$ cat src/design/itp_pkg.sv
package itp_pkg;

  // ----------------------------------------------------------------
  // Widths and sizes
  // ----------------------------------------------------------------
  localparam int ITP_DATA_W = 8;
  localparam int ITP_COUNT_W = 16;
  localparam int ITP_NUM_CNT = 3;

  // ----------------------------------------------------------------
  // Port codes on the two port-select inputs
  // ----------------------------------------------------------------
  localparam logic [1:0] ITP_PORT_CNT0 = 2'h0;
  localparam logic [1:0] ITP_PORT_CNT1 = 2'h1;
  localparam logic [1:0] ITP_PORT_CNT2 = 2'h2;
  localparam logic [1:0] ITP_PORT_CTRL = 2'h3;

  // ----------------------------------------------------------------
  // Control word field positions (D7..D0)
  // ----------------------------------------------------------------
  localparam int ITP_PICK_LSB = 6;
  localparam int ITP_ORDER_LSB = 4;
  localparam int ITP_MODE_LSB = 1;
  localparam int ITP_BCD_BIT = 0;
  localparam logic [1:0] ITP_PICK_ILLEGAL = 2'h3;

  // ----------------------------------------------------------------
  // Reset values and the decimal wrap digit
  // ----------------------------------------------------------------
  localparam logic [7:0] ITP_CTRL_RST = 8'h00;
  localparam logic [15:0] ITP_COUNT_RST = 16'h0000;
  localparam logic [7:0] ITP_BYTE_RST = 8'h00;
  localparam logic [3:0] ITP_BCD_NINE = 4'h9;

  // ----------------------------------------------------------------
  // Types
  // ----------------------------------------------------------------
  typedef enum logic [1:0] {
    ITP_ORD_LATCH = 2'b00,
    ITP_ORD_LSB = 2'b01,
    ITP_ORD_MSB = 2'b10,
    ITP_ORD_BOTH = 2'b11
  } itp_order_t;

  typedef enum logic {
    ITP_BYTE_LO = 1'b0,
    ITP_BYTE_HI = 1'b1
  } itp_byte_t;

  // Packed in the same bit order as the byte on the bus
  typedef struct packed {
    logic [1:0] counter_pick_field;
    itp_order_t byte_order_field;
    logic [2:0] mode;
    logic bcd;
  } itp_ctrl_t;

  // Host strobes and port select travel together through the sync
  typedef struct packed {
    logic cs_n;
    logic rd_n;
    logic wr_n;
    logic port_sel_hi;
    logic port_sel_lo;
  } itp_bus_t;

  localparam itp_bus_t ITP_BUS_IDLE = 5'h1C;

endpackage : itp_pkg

$ cat src/design/itp_channel.sv
`timescale 1ns/1ns
module itp_channel (
  // Clock and reset
  input wire logic mclk_in,
  input wire logic reset_in,
  // Strobes from the host port
  input wire logic load_in,
  input wire logic ctrl_in,
  input wire logic read_done_in,
  input wire logic [7:0] byte_in,
  input wire itp_pkg::itp_ctrl_t cfg_in,
  // Count pulse
  input wire logic tick_in,
  // Results
  output logic [7:0] read_byte_out,
  output logic [15:0] count_out,
  output itp_pkg::itp_ctrl_t cfg_out
);
  import itp_pkg::*;

  itp_byte_t wr_ptr;
  itp_byte_t rd_ptr;
  logic [7:0] preset_lo;
  logic armed;
  logic latched;
  logic [15:0] latch_val;
  logic [15:0] src;
  logic load_done;
  logic [15:0] load_val;

  // Four-decade decrement, wrapping 0000 to 9999
  function automatic logic [15:0] bcd_dec(input logic [15:0] v);
    logic [15:0] r;
    logic borrow;
    r = v;
    borrow = 1'b1;
    for (int d = 0; d < 4; d++) begin
      if (borrow) begin
        if (r[d*4 +: 4] == 4'h0) begin
          r[d*4 +: 4] = ITP_BCD_NINE;
        end else begin
          r[d*4 +: 4] = r[d*4 +: 4] - 4'h1;
          borrow = 1'b0;
        end
      end
    end
    return r;
  endfunction : bcd_dec

  // Which byte completes the preset, and the value it makes
  always_comb begin
    load_done = 1'b0;
    load_val = count_out;
    case (cfg_out.byte_order_field)
      ITP_ORD_LSB: begin
        load_done = load_in;
        load_val = {ITP_BYTE_RST, byte_in};
      end
      ITP_ORD_MSB: begin
        load_done = load_in;
        load_val = {byte_in, ITP_BYTE_RST};
      end
      ITP_ORD_BOTH: begin
        load_done = load_in & (wr_ptr == ITP_BYTE_HI);
        load_val = {byte_in, preset_lo};
      end
      default: begin
        load_done = 1'b0;
        load_val = count_out;
      end
    endcase
  end

  // Configuration held per counter; latch command leaves it alone
  always_ff @(posedge mclk_in or posedge reset_in) begin
    if (reset_in) begin
      cfg_out <= ITP_CTRL_RST;
    end else if (ctrl_in && cfg_in.byte_order_field != ITP_ORD_LATCH) begin
      cfg_out <= cfg_in;
    end
  end

  // Preset loading and the down counter itself
  always_ff @(posedge mclk_in or posedge reset_in) begin
    if (reset_in) begin
      wr_ptr <= ITP_BYTE_LO;
      preset_lo <= ITP_BYTE_RST;
      armed <= 1'b0;
      count_out <= ITP_COUNT_RST;
    end else if (ctrl_in && cfg_in.byte_order_field != ITP_ORD_LATCH) begin
      wr_ptr <= ITP_BYTE_LO;
      armed <= 1'b0;
    end else if (load_done) begin
      wr_ptr <= ITP_BYTE_LO;
      armed <= 1'b1;
      count_out <= load_val;
    end else if (load_in) begin
      // First of two bytes halts counting until the second lands
      wr_ptr <= ITP_BYTE_HI;
      preset_lo <= byte_in;
      armed <= 1'b0;
    end else if (tick_in && armed) begin
      count_out <= cfg_out.bcd ? bcd_dec(count_out)
                               : count_out - 16'h0001;
    end
  end

  // Snapshot for read back and the read byte pointer
  always_ff @(posedge mclk_in or posedge reset_in) begin
    if (reset_in) begin
      latched <= 1'b0;
      latch_val <= ITP_COUNT_RST;
      rd_ptr <= ITP_BYTE_LO;
    end else if (ctrl_in && cfg_in.byte_order_field == ITP_ORD_LATCH) begin
      // A second latch before read out keeps the first snapshot
      if (!latched) begin
        latched <= 1'b1;
        latch_val <= count_out;
      end
    end else if (ctrl_in) begin
      latched <= 1'b0;
      rd_ptr <= ITP_BYTE_LO;
    end else if (read_done_in) begin
      if (cfg_out.byte_order_field == ITP_ORD_BOTH &&
          rd_ptr == ITP_BYTE_LO) begin
        rd_ptr <= ITP_BYTE_HI;
      end else begin
        rd_ptr <= ITP_BYTE_LO;
        latched <= 1'b0;
      end
    end
  end

  // Byte presented to the host
  assign src = latched ? latch_val : count_out;
  always_comb begin
    case (cfg_out.byte_order_field)
      ITP_ORD_MSB: read_byte_out = src[15:8];
      ITP_ORD_BOTH: read_byte_out = rd_ptr ? src[15:8] : src[7:0];
      default: read_byte_out = src[7:0];
    endcase
  end

endmodule : itp_channel

$ cat src/design/itp_host_port.sv
`timescale 1ns/1ns
// Function
// - Three independent 16-bit counters share one host port.
// - Eight-bit data port is driven only during a selected read.
// - Strobes are ignored while device select is inactive.
// - Device select never affects counting.
// - Selected read places the addressed counter value on the bus.
// - Selected write takes mode or load data from the bus.
// - Port codes 0, 1, 2 address counters 0, 1, 2.
// - Code 3 write stores mode word; code 3 read is a no-op.
// - Mode control word cannot be read back.
// - Each counter is a presettable 16-bit down counter.
module itp_host_port #(
  parameter int NUM_CNT = itp_pkg::ITP_NUM_CNT,
  parameter int COUNT_W = itp_pkg::ITP_COUNT_W
) (
  // Clock and reset
  input wire logic mclk_in,
  input wire logic reset_in,
  // Host pins, asynchronous to mclk_in
  input wire logic cs_n_in,
  input wire logic rd_n_in,
  input wire logic wr_n_in,
  input wire logic port_sel_lo_in,
  input wire logic port_sel_hi_in,
  // Data pins split into input, output and enable
  input wire logic [7:0] data_in,
  output logic [7:0] data_out,
  output logic data_oe_n_out,
  // Count pulses from outside, asynchronous
  input wire logic [NUM_CNT-1:0] count_tick_in,
  // Counter core view
  output logic [NUM_CNT-1:0][COUNT_W-1:0] count_value_out,
  output itp_pkg::itp_ctrl_t [NUM_CNT-1:0] channel_cfg_out,
  output logic [NUM_CNT-1:0] load_strobe_out,
  output logic ctrl_strobe_out
);
  import itp_pkg::*;

  // ----------------------------------------------------------------
  // Declarations
  // ----------------------------------------------------------------
  itp_bus_t bus_meta;
  itp_bus_t bus_sync;
  logic [7:0] data_meta;
  logic [7:0] data_sync;
  logic [NUM_CNT-1:0] tick_meta;
  logic [NUM_CNT-1:0] tick_sync;
  logic [NUM_CNT-1:0] tick_prev;
  logic [NUM_CNT-1:0] tick_pulse;

  logic [1:0] port_now;
  logic sel_rd;
  logic sel_wr;
  logic rd_counter;

  logic wr_active;
  logic [1:0] wr_port;
  logic [7:0] wr_data;
  logic wr_end;

  logic rd_active;
  logic [1:0] rd_port;
  logic rd_end;

  logic [NUM_CNT-1:0] load_pick;
  logic [NUM_CNT-1:0] ctrl_pick;
  logic [NUM_CNT-1:0] read_done;
  logic [NUM_CNT-1:0][7:0] read_byte;
  itp_ctrl_t ctrl_word;

  // ----------------------------------------------------------------
  // Input synchronisers
  // ----------------------------------------------------------------

  // Host strobes and select: two stages before any decode
  always_ff @(posedge mclk_in or posedge reset_in) begin
    if (reset_in) begin
      bus_meta <= ITP_BUS_IDLE;
      bus_sync <= ITP_BUS_IDLE;
    end else begin
      bus_meta <= {cs_n_in, rd_n_in, wr_n_in,
                   port_sel_hi_in, port_sel_lo_in};
      bus_sync <= bus_meta;
    end
  end

  // Data bus: same depth as the strobes so both line up
  always_ff @(posedge mclk_in or posedge reset_in) begin
    if (reset_in) begin
      data_meta <= ITP_BYTE_RST;
      data_sync <= ITP_BYTE_RST;
    end else begin
      data_meta <= data_in;
      data_sync <= data_meta;
    end
  end

  // Count pulses: edge found after the second stage only
  always_ff @(posedge mclk_in or posedge reset_in) begin
    if (reset_in) begin
      tick_meta <= '0;
      tick_sync <= '0;
      tick_prev <= '0;
    end else begin
      tick_meta <= count_tick_in;
      tick_sync <= tick_meta;
      tick_prev <= tick_sync;
    end
  end

  // Rising edge of each count input; no select term on purpose
  assign tick_pulse = tick_sync & ~tick_prev;

  // ----------------------------------------------------------------
  // Access decode
  // ----------------------------------------------------------------

  // Both strobes low at once is treated as no access at all
  assign port_now = {bus_sync.port_sel_hi, bus_sync.port_sel_lo};
  assign sel_rd = ~bus_sync.cs_n & ~bus_sync.rd_n & bus_sync.wr_n;
  assign sel_wr = ~bus_sync.cs_n & ~bus_sync.wr_n & bus_sync.rd_n;
  assign rd_counter = sel_rd & (port_now != ITP_PORT_CTRL);

  // ----------------------------------------------------------------
  // Write path
  // ----------------------------------------------------------------

  // Track the byte while the strobe is low; the host guarantees
  // data setup before the trailing edge, so the last copy counts
  always_ff @(posedge mclk_in or posedge reset_in) begin
    if (reset_in) begin
      wr_active <= 1'b0;
      wr_port <= ITP_PORT_CNT0;
      wr_data <= ITP_BYTE_RST;
    end else begin
      wr_active <= sel_wr;
      if (sel_wr) begin
        wr_port <= port_now;
        wr_data <= data_sync;
      end
    end
  end

  // One pulse when the selected write ends
  assign wr_end = wr_active & ~sel_wr;
  assign ctrl_word = wr_data;

  // Load strobe per counter from the held port code
  always_comb begin
    for (int i = 0; i < NUM_CNT; i++) begin
      load_pick[i] = wr_end & (wr_port == i[1:0]);
    end
  end

  // Control word goes to the counter named in its pick field;
  // the illegal pick code reaches no counter
  always_comb begin
    for (int i = 0; i < NUM_CNT; i++) begin
      ctrl_pick[i] = wr_end & (wr_port == ITP_PORT_CTRL) &
                     (ctrl_word.counter_pick_field == i[1:0]);
    end
  end

  // Strobes shown to the core, one cycle each
  assign load_strobe_out = load_pick;
  assign ctrl_strobe_out = wr_end & (wr_port == ITP_PORT_CTRL);

  // ----------------------------------------------------------------
  // Read path
  // ----------------------------------------------------------------

  // Hold the port code of the read in progress so the byte
  // pointer advances on the counter that was actually read
  always_ff @(posedge mclk_in or posedge reset_in) begin
    if (reset_in) begin
      rd_active <= 1'b0;
      rd_port <= ITP_PORT_CNT0;
    end else begin
      rd_active <= rd_counter;
      if (rd_counter) begin
        rd_port <= port_now;
      end
    end
  end

  assign rd_end = rd_active & ~rd_counter;

  // End of read steps that counter's byte pointer
  always_comb begin
    for (int i = 0; i < NUM_CNT; i++) begin
      read_done[i] = rd_end & (rd_port == i[1:0]);
    end
  end

  // Output byte refreshed every cycle of a counter read; the
  // control word is never a source here
  always_ff @(posedge mclk_in or posedge reset_in) begin
    if (reset_in) begin
      data_out <= ITP_BYTE_RST;
    end else if (rd_counter) begin
      case (port_now)
        ITP_PORT_CNT0: data_out <= read_byte[0];
        ITP_PORT_CNT1: data_out <= read_byte[1];
        ITP_PORT_CNT2: data_out <= read_byte[2];
        default: data_out <= data_out;
      endcase
    end
  end

  // Drive only once a valid byte is registered; low means driving
  assign data_oe_n_out = ~rd_active;

  // ----------------------------------------------------------------
  // Counters
  // ----------------------------------------------------------------

  // Identical channels, none aware of the select pin
  for (genvar g = 0; g < NUM_CNT; g++) begin : g_cnt
    itp_channel u_channel (
      .mclk_in(mclk_in),
      .reset_in(reset_in),
      .load_in(load_pick[g]),
      .ctrl_in(ctrl_pick[g]),
      .read_done_in(read_done[g]),
      .byte_in(wr_data),
      .cfg_in(ctrl_word),
      .tick_in(tick_pulse[g]),
      .read_byte_out(read_byte[g]),
      .count_out(count_value_out[g]),
      .cfg_out(channel_cfg_out[g])
    );
  end

endmodule : itp_host_port

$ cat config.mk
export PLATFORM = sky130hd
export DESIGN_NAME = itp_host_port
export DESIGN_NICKNAME = d
export VERILOG_FILES = /design/src/design/itp_pkg.sv /design/src/design/itp_channel.sv /design/src/design/itp_host_port.sv
export SDC_FILE = /design/constraint.sdc
export NUM_CORES = 1
export LEC_CHECK = 0
export BUFFER_PORTS_ARGS = -buffer_cell sky130_fd_sc_hd__buf_4
export CAP_MARGIN = 20
export CORE_UTILIZATION = 30
export CTS_CLUSTER_SIZE = 16
export DETAILED_ROUTE_END_ITERATION = 6
export SLEW_MARGIN = 5
export SYNTH_ARGS = -nofsm -noshare
export SYNTH_HDL_FRONTEND = slang
export SYNTH_SLANG_ARGS = --single-unit
$ cat constraint.sdc
create_clock -name mclk_in -period 6.66 [get_ports mclk_in]
set_clock_uncertainty 0.15 [all_clocks]
set_input_delay 0.999 -clock mclk_in [delete_from_list [all_inputs] [get_ports mclk_in]]
set_output_delay 0.999 -clock mclk_in [all_outputs]
set_load 0.03 [all_outputs]
==> metrics <==
TritonCTS Buffers 26; detailed-route wire length per cell roughly 19 um; die width 192 um; CTS tree yes; commonest non-fill, non-tap cell in the layout dfrtp_1; crit path max-delay cell type or3b_2; via count 8730; status finished, violations left; share of flip-flops with an asynchronous set or reset 100%; crit path DAT roughly 2.4 ns; diodes inserted 0; Max VDD drop between 0.15 and 0.2 mV; post-synth top area cell dfrtp_1; Pins Over Slew Limit 0; post-synth top area share 47.6%; CP peak stage delay ~0.6 ns; failing checks DRC; largest net degree at the start of global routing 140; Post-CTS Resized 0; # placed instances 1579; initial antenna violation count 0; ys flop type dfrtp_1; final hold viol count 0; synth unique cells 67; first-pass GRT wire length 49200 um; Starting Density 30.5%; area delta synth->final 19.7%; final antenna-violating net count 0; cell area after synthesis approximately 0.011 mm2; Post-route DRC 8; first-pass iteration count of the detailed router 7; layout cells sized above 1 22.5%; vias per inst 5.36; worst r2r path cells 7; Critical Path End Type output port; worst setup path start bus_sync[3]; fmax 0.284 GHz; Critical R2R Capture g_cnt[0].u_channel.count_out[7]; Die ar. between 0.03 and 0.04 mm2; Final GP Congestion around 0.86; GRT overflow 0; Worst Path Required 5.51 ns; RSZ-0062 raised after global routing false; Post-CTS Hold Fix Bufs 0; EDFF count, synth 0; Seq/Total Area, Yosys 49.1%; HPWL after DPL between 20000 and 25000 um; post-route insts no fill 1630; Final Core Density between 30 and 40%; syn nets around 1.1k; pre-CTS setup slack roughly 3.2 ns; Setup Buffers After CTS 0; worst slew pin tran between 0.9 and 1 ns; P per Cell Area around 300 mW/mm2; clock root buffer clkbuf_16; main area contributors after synthesis dfrtp_1 (48%), mux2_2 (8.3%), mux2i_1 (5.0%); Setup WS post-layout roughly 3.1 ns; synth warn 0; Crit Path Class flip-flop to output port; CP cell instances or3b_2 > inv_2 > nor2_1 > buf_4; Synth Area per Inst ~10 um2; Total Nets Final 1188; Die H about 190 um; clk slew on worst S/H paths ~0.060 ns; Clock Sink Count around 210; r2r setup slk about 3.2 ns; period utilization between 50 and 60%; commonest cells after routing, fill and taps aside dfrtp_1 (207), nand2_1 (117), buf_4 (109); total negative slack 0 ns; Reg2Reg Launch Point g_cnt[0].u_channel.cfg_out[4]; Max clock buf depth 3; H-Tree Depth 1; slew margin rel. 38.8%; Yosys reg bits 213; critical path launch point type flip-flop; minimum clock period approximately 3.5 ns; # rows slightly below 70; Port Buf Inserts between 100 and 150; DRT Wirelength about 31000 um; Total Power a little under 4 mW; hold_sp tick_meta[1]; IO Count 103; min-delay worst type flip-flop to flip-flop; worst-path fanout max 19; Total GRT Usage between 10% and 20%; Core Box Area approximately 0.036 mm2; CP endpoint load_strobe_out[0]; Mapped Cells 1077; Final Setup Violations 0; worst skew pair latency 0.53 ns; Leak Pwr slightly below 6 nW; vias in the first global route around 8.6k; max-cap violations 0; number of DRC markers in iteration 0 643
[per-layer routing]
metal	part of all wire, %	wire (um)	GRT usage, %
met5	0	0	0
met2	46	14400	27.3
met4	2.6	812	5.15
met3	6.3	1980	3.16
met1	45	14000	23.2
[cell usage after synthesis (3+ instances only)]
library cell  number
buf_1              8
or2_2              7
nand2_1          117
a22o_1             5
dfstp_2            6
o32a_1             3
mux2_2            80
o31ai_1            8
and2_1             3
o21bai_1           3
o21ai_1            4
a221o_1           10
clkbuf_1          53
nor2b_1            8
inv_1             37
a311oi_1           4
nor3b_1           26
o221ai_1          10
o211ai_1           9
a21oi_1           64
a221oi_1           4
buf_4              4
a211oi_1          14
o22ai_1           27
o21ai_0           75
nor2_1            57
buf_2              4
a21o_1             9
and3_1            11
nor3_1            21
o22a_1             4
o2bb2ai_1          3
a32oi_1            4
nor4_1            15
a31oi_1           22
mux2i_1           54
nand2b_1           6
ha_1              21
nand3_1           18
dfrtp_1          207
[final cells by class]
cell class,instances,area [um2]
fill,3536,22600
sequential,213,5340
multi-input combinational,757,5130
timing repair buffer,113,866
clock buffer,33,728
tap,461,577
clock inverter,15,244
inverter,38,146
[cells by family after synthesis]
| logic type | after synthesis | share of synthesized area [%] |
|---|---|---|
| flip-flops | 213 | 49.1 |
| AND/OR/NAND/NOR | 302 | 13.5 |
| buffers and inverters | 107 | 3.88 |
| adder cells (fa/ha/maj) | 21 | 2.42 |
| AO/OA/AOI/OAI | 298 | 17.6 |
| multiplexers | 136 | 13.6 |
[power by group]
group          internal, mW  leakage [nW]  total (mW)  switching [mW]
sequential             1.41          2.82        1.59           0.177
clock                  1.01         0.473        1.58           0.570
combinational         0.337          2.65       0.782           0.444
total                  2.76          5.95        3.95            1.19
[stage by stage]
stage / area [um2] / hold WS, ns
floorplan: 10900 / 0.181
global placement: 12000 / 0.186
detailed placement: 12000 / 0.187
CTS: 13000 / 0.201
global route: 13000 / 0.209
finish: 13000 / 0.198
[how the worst min path moves through the flow]
stage	endpoint	slack, ns	depth (start not counted)
2_1_floorplan	bus_sync[0]	0.18	0
3_3_place_gp	data_sync[7]	0.19	0
5_1_grt	data_sync[2]	0.21	0
6_report	tick_sync[1]	0.20	0
4_1_cts	data_sync[3]	0.20	0
3_5_place_dp	data_sync[3]	0.19	0
[critical path: cells and delay by family, from the launching register on]
family                 cells  cell delay [ns]
flip-flops                 1             0.52
AND/OR/NAND/NOR            2             0.77
buffers and inverters      2             0.55
[sequential cells by signal, indices dropped and copies added (netlist names), 8 cells and up]
| name | cells |
|---|---|
| data_sync | 8 |
| ctrl_word | 8 |
| g_cnt.u_channel.cfg_out | 24 |
| g_cnt.u_channel.preset_lo | 24 |
| g_cnt.u_channel.latch_val | 48 |
| data_meta | 8 |
| data_out | 8 |
| g_cnt.u_channel.count_out | 48 |
Power figures use the tool's default switching activity.
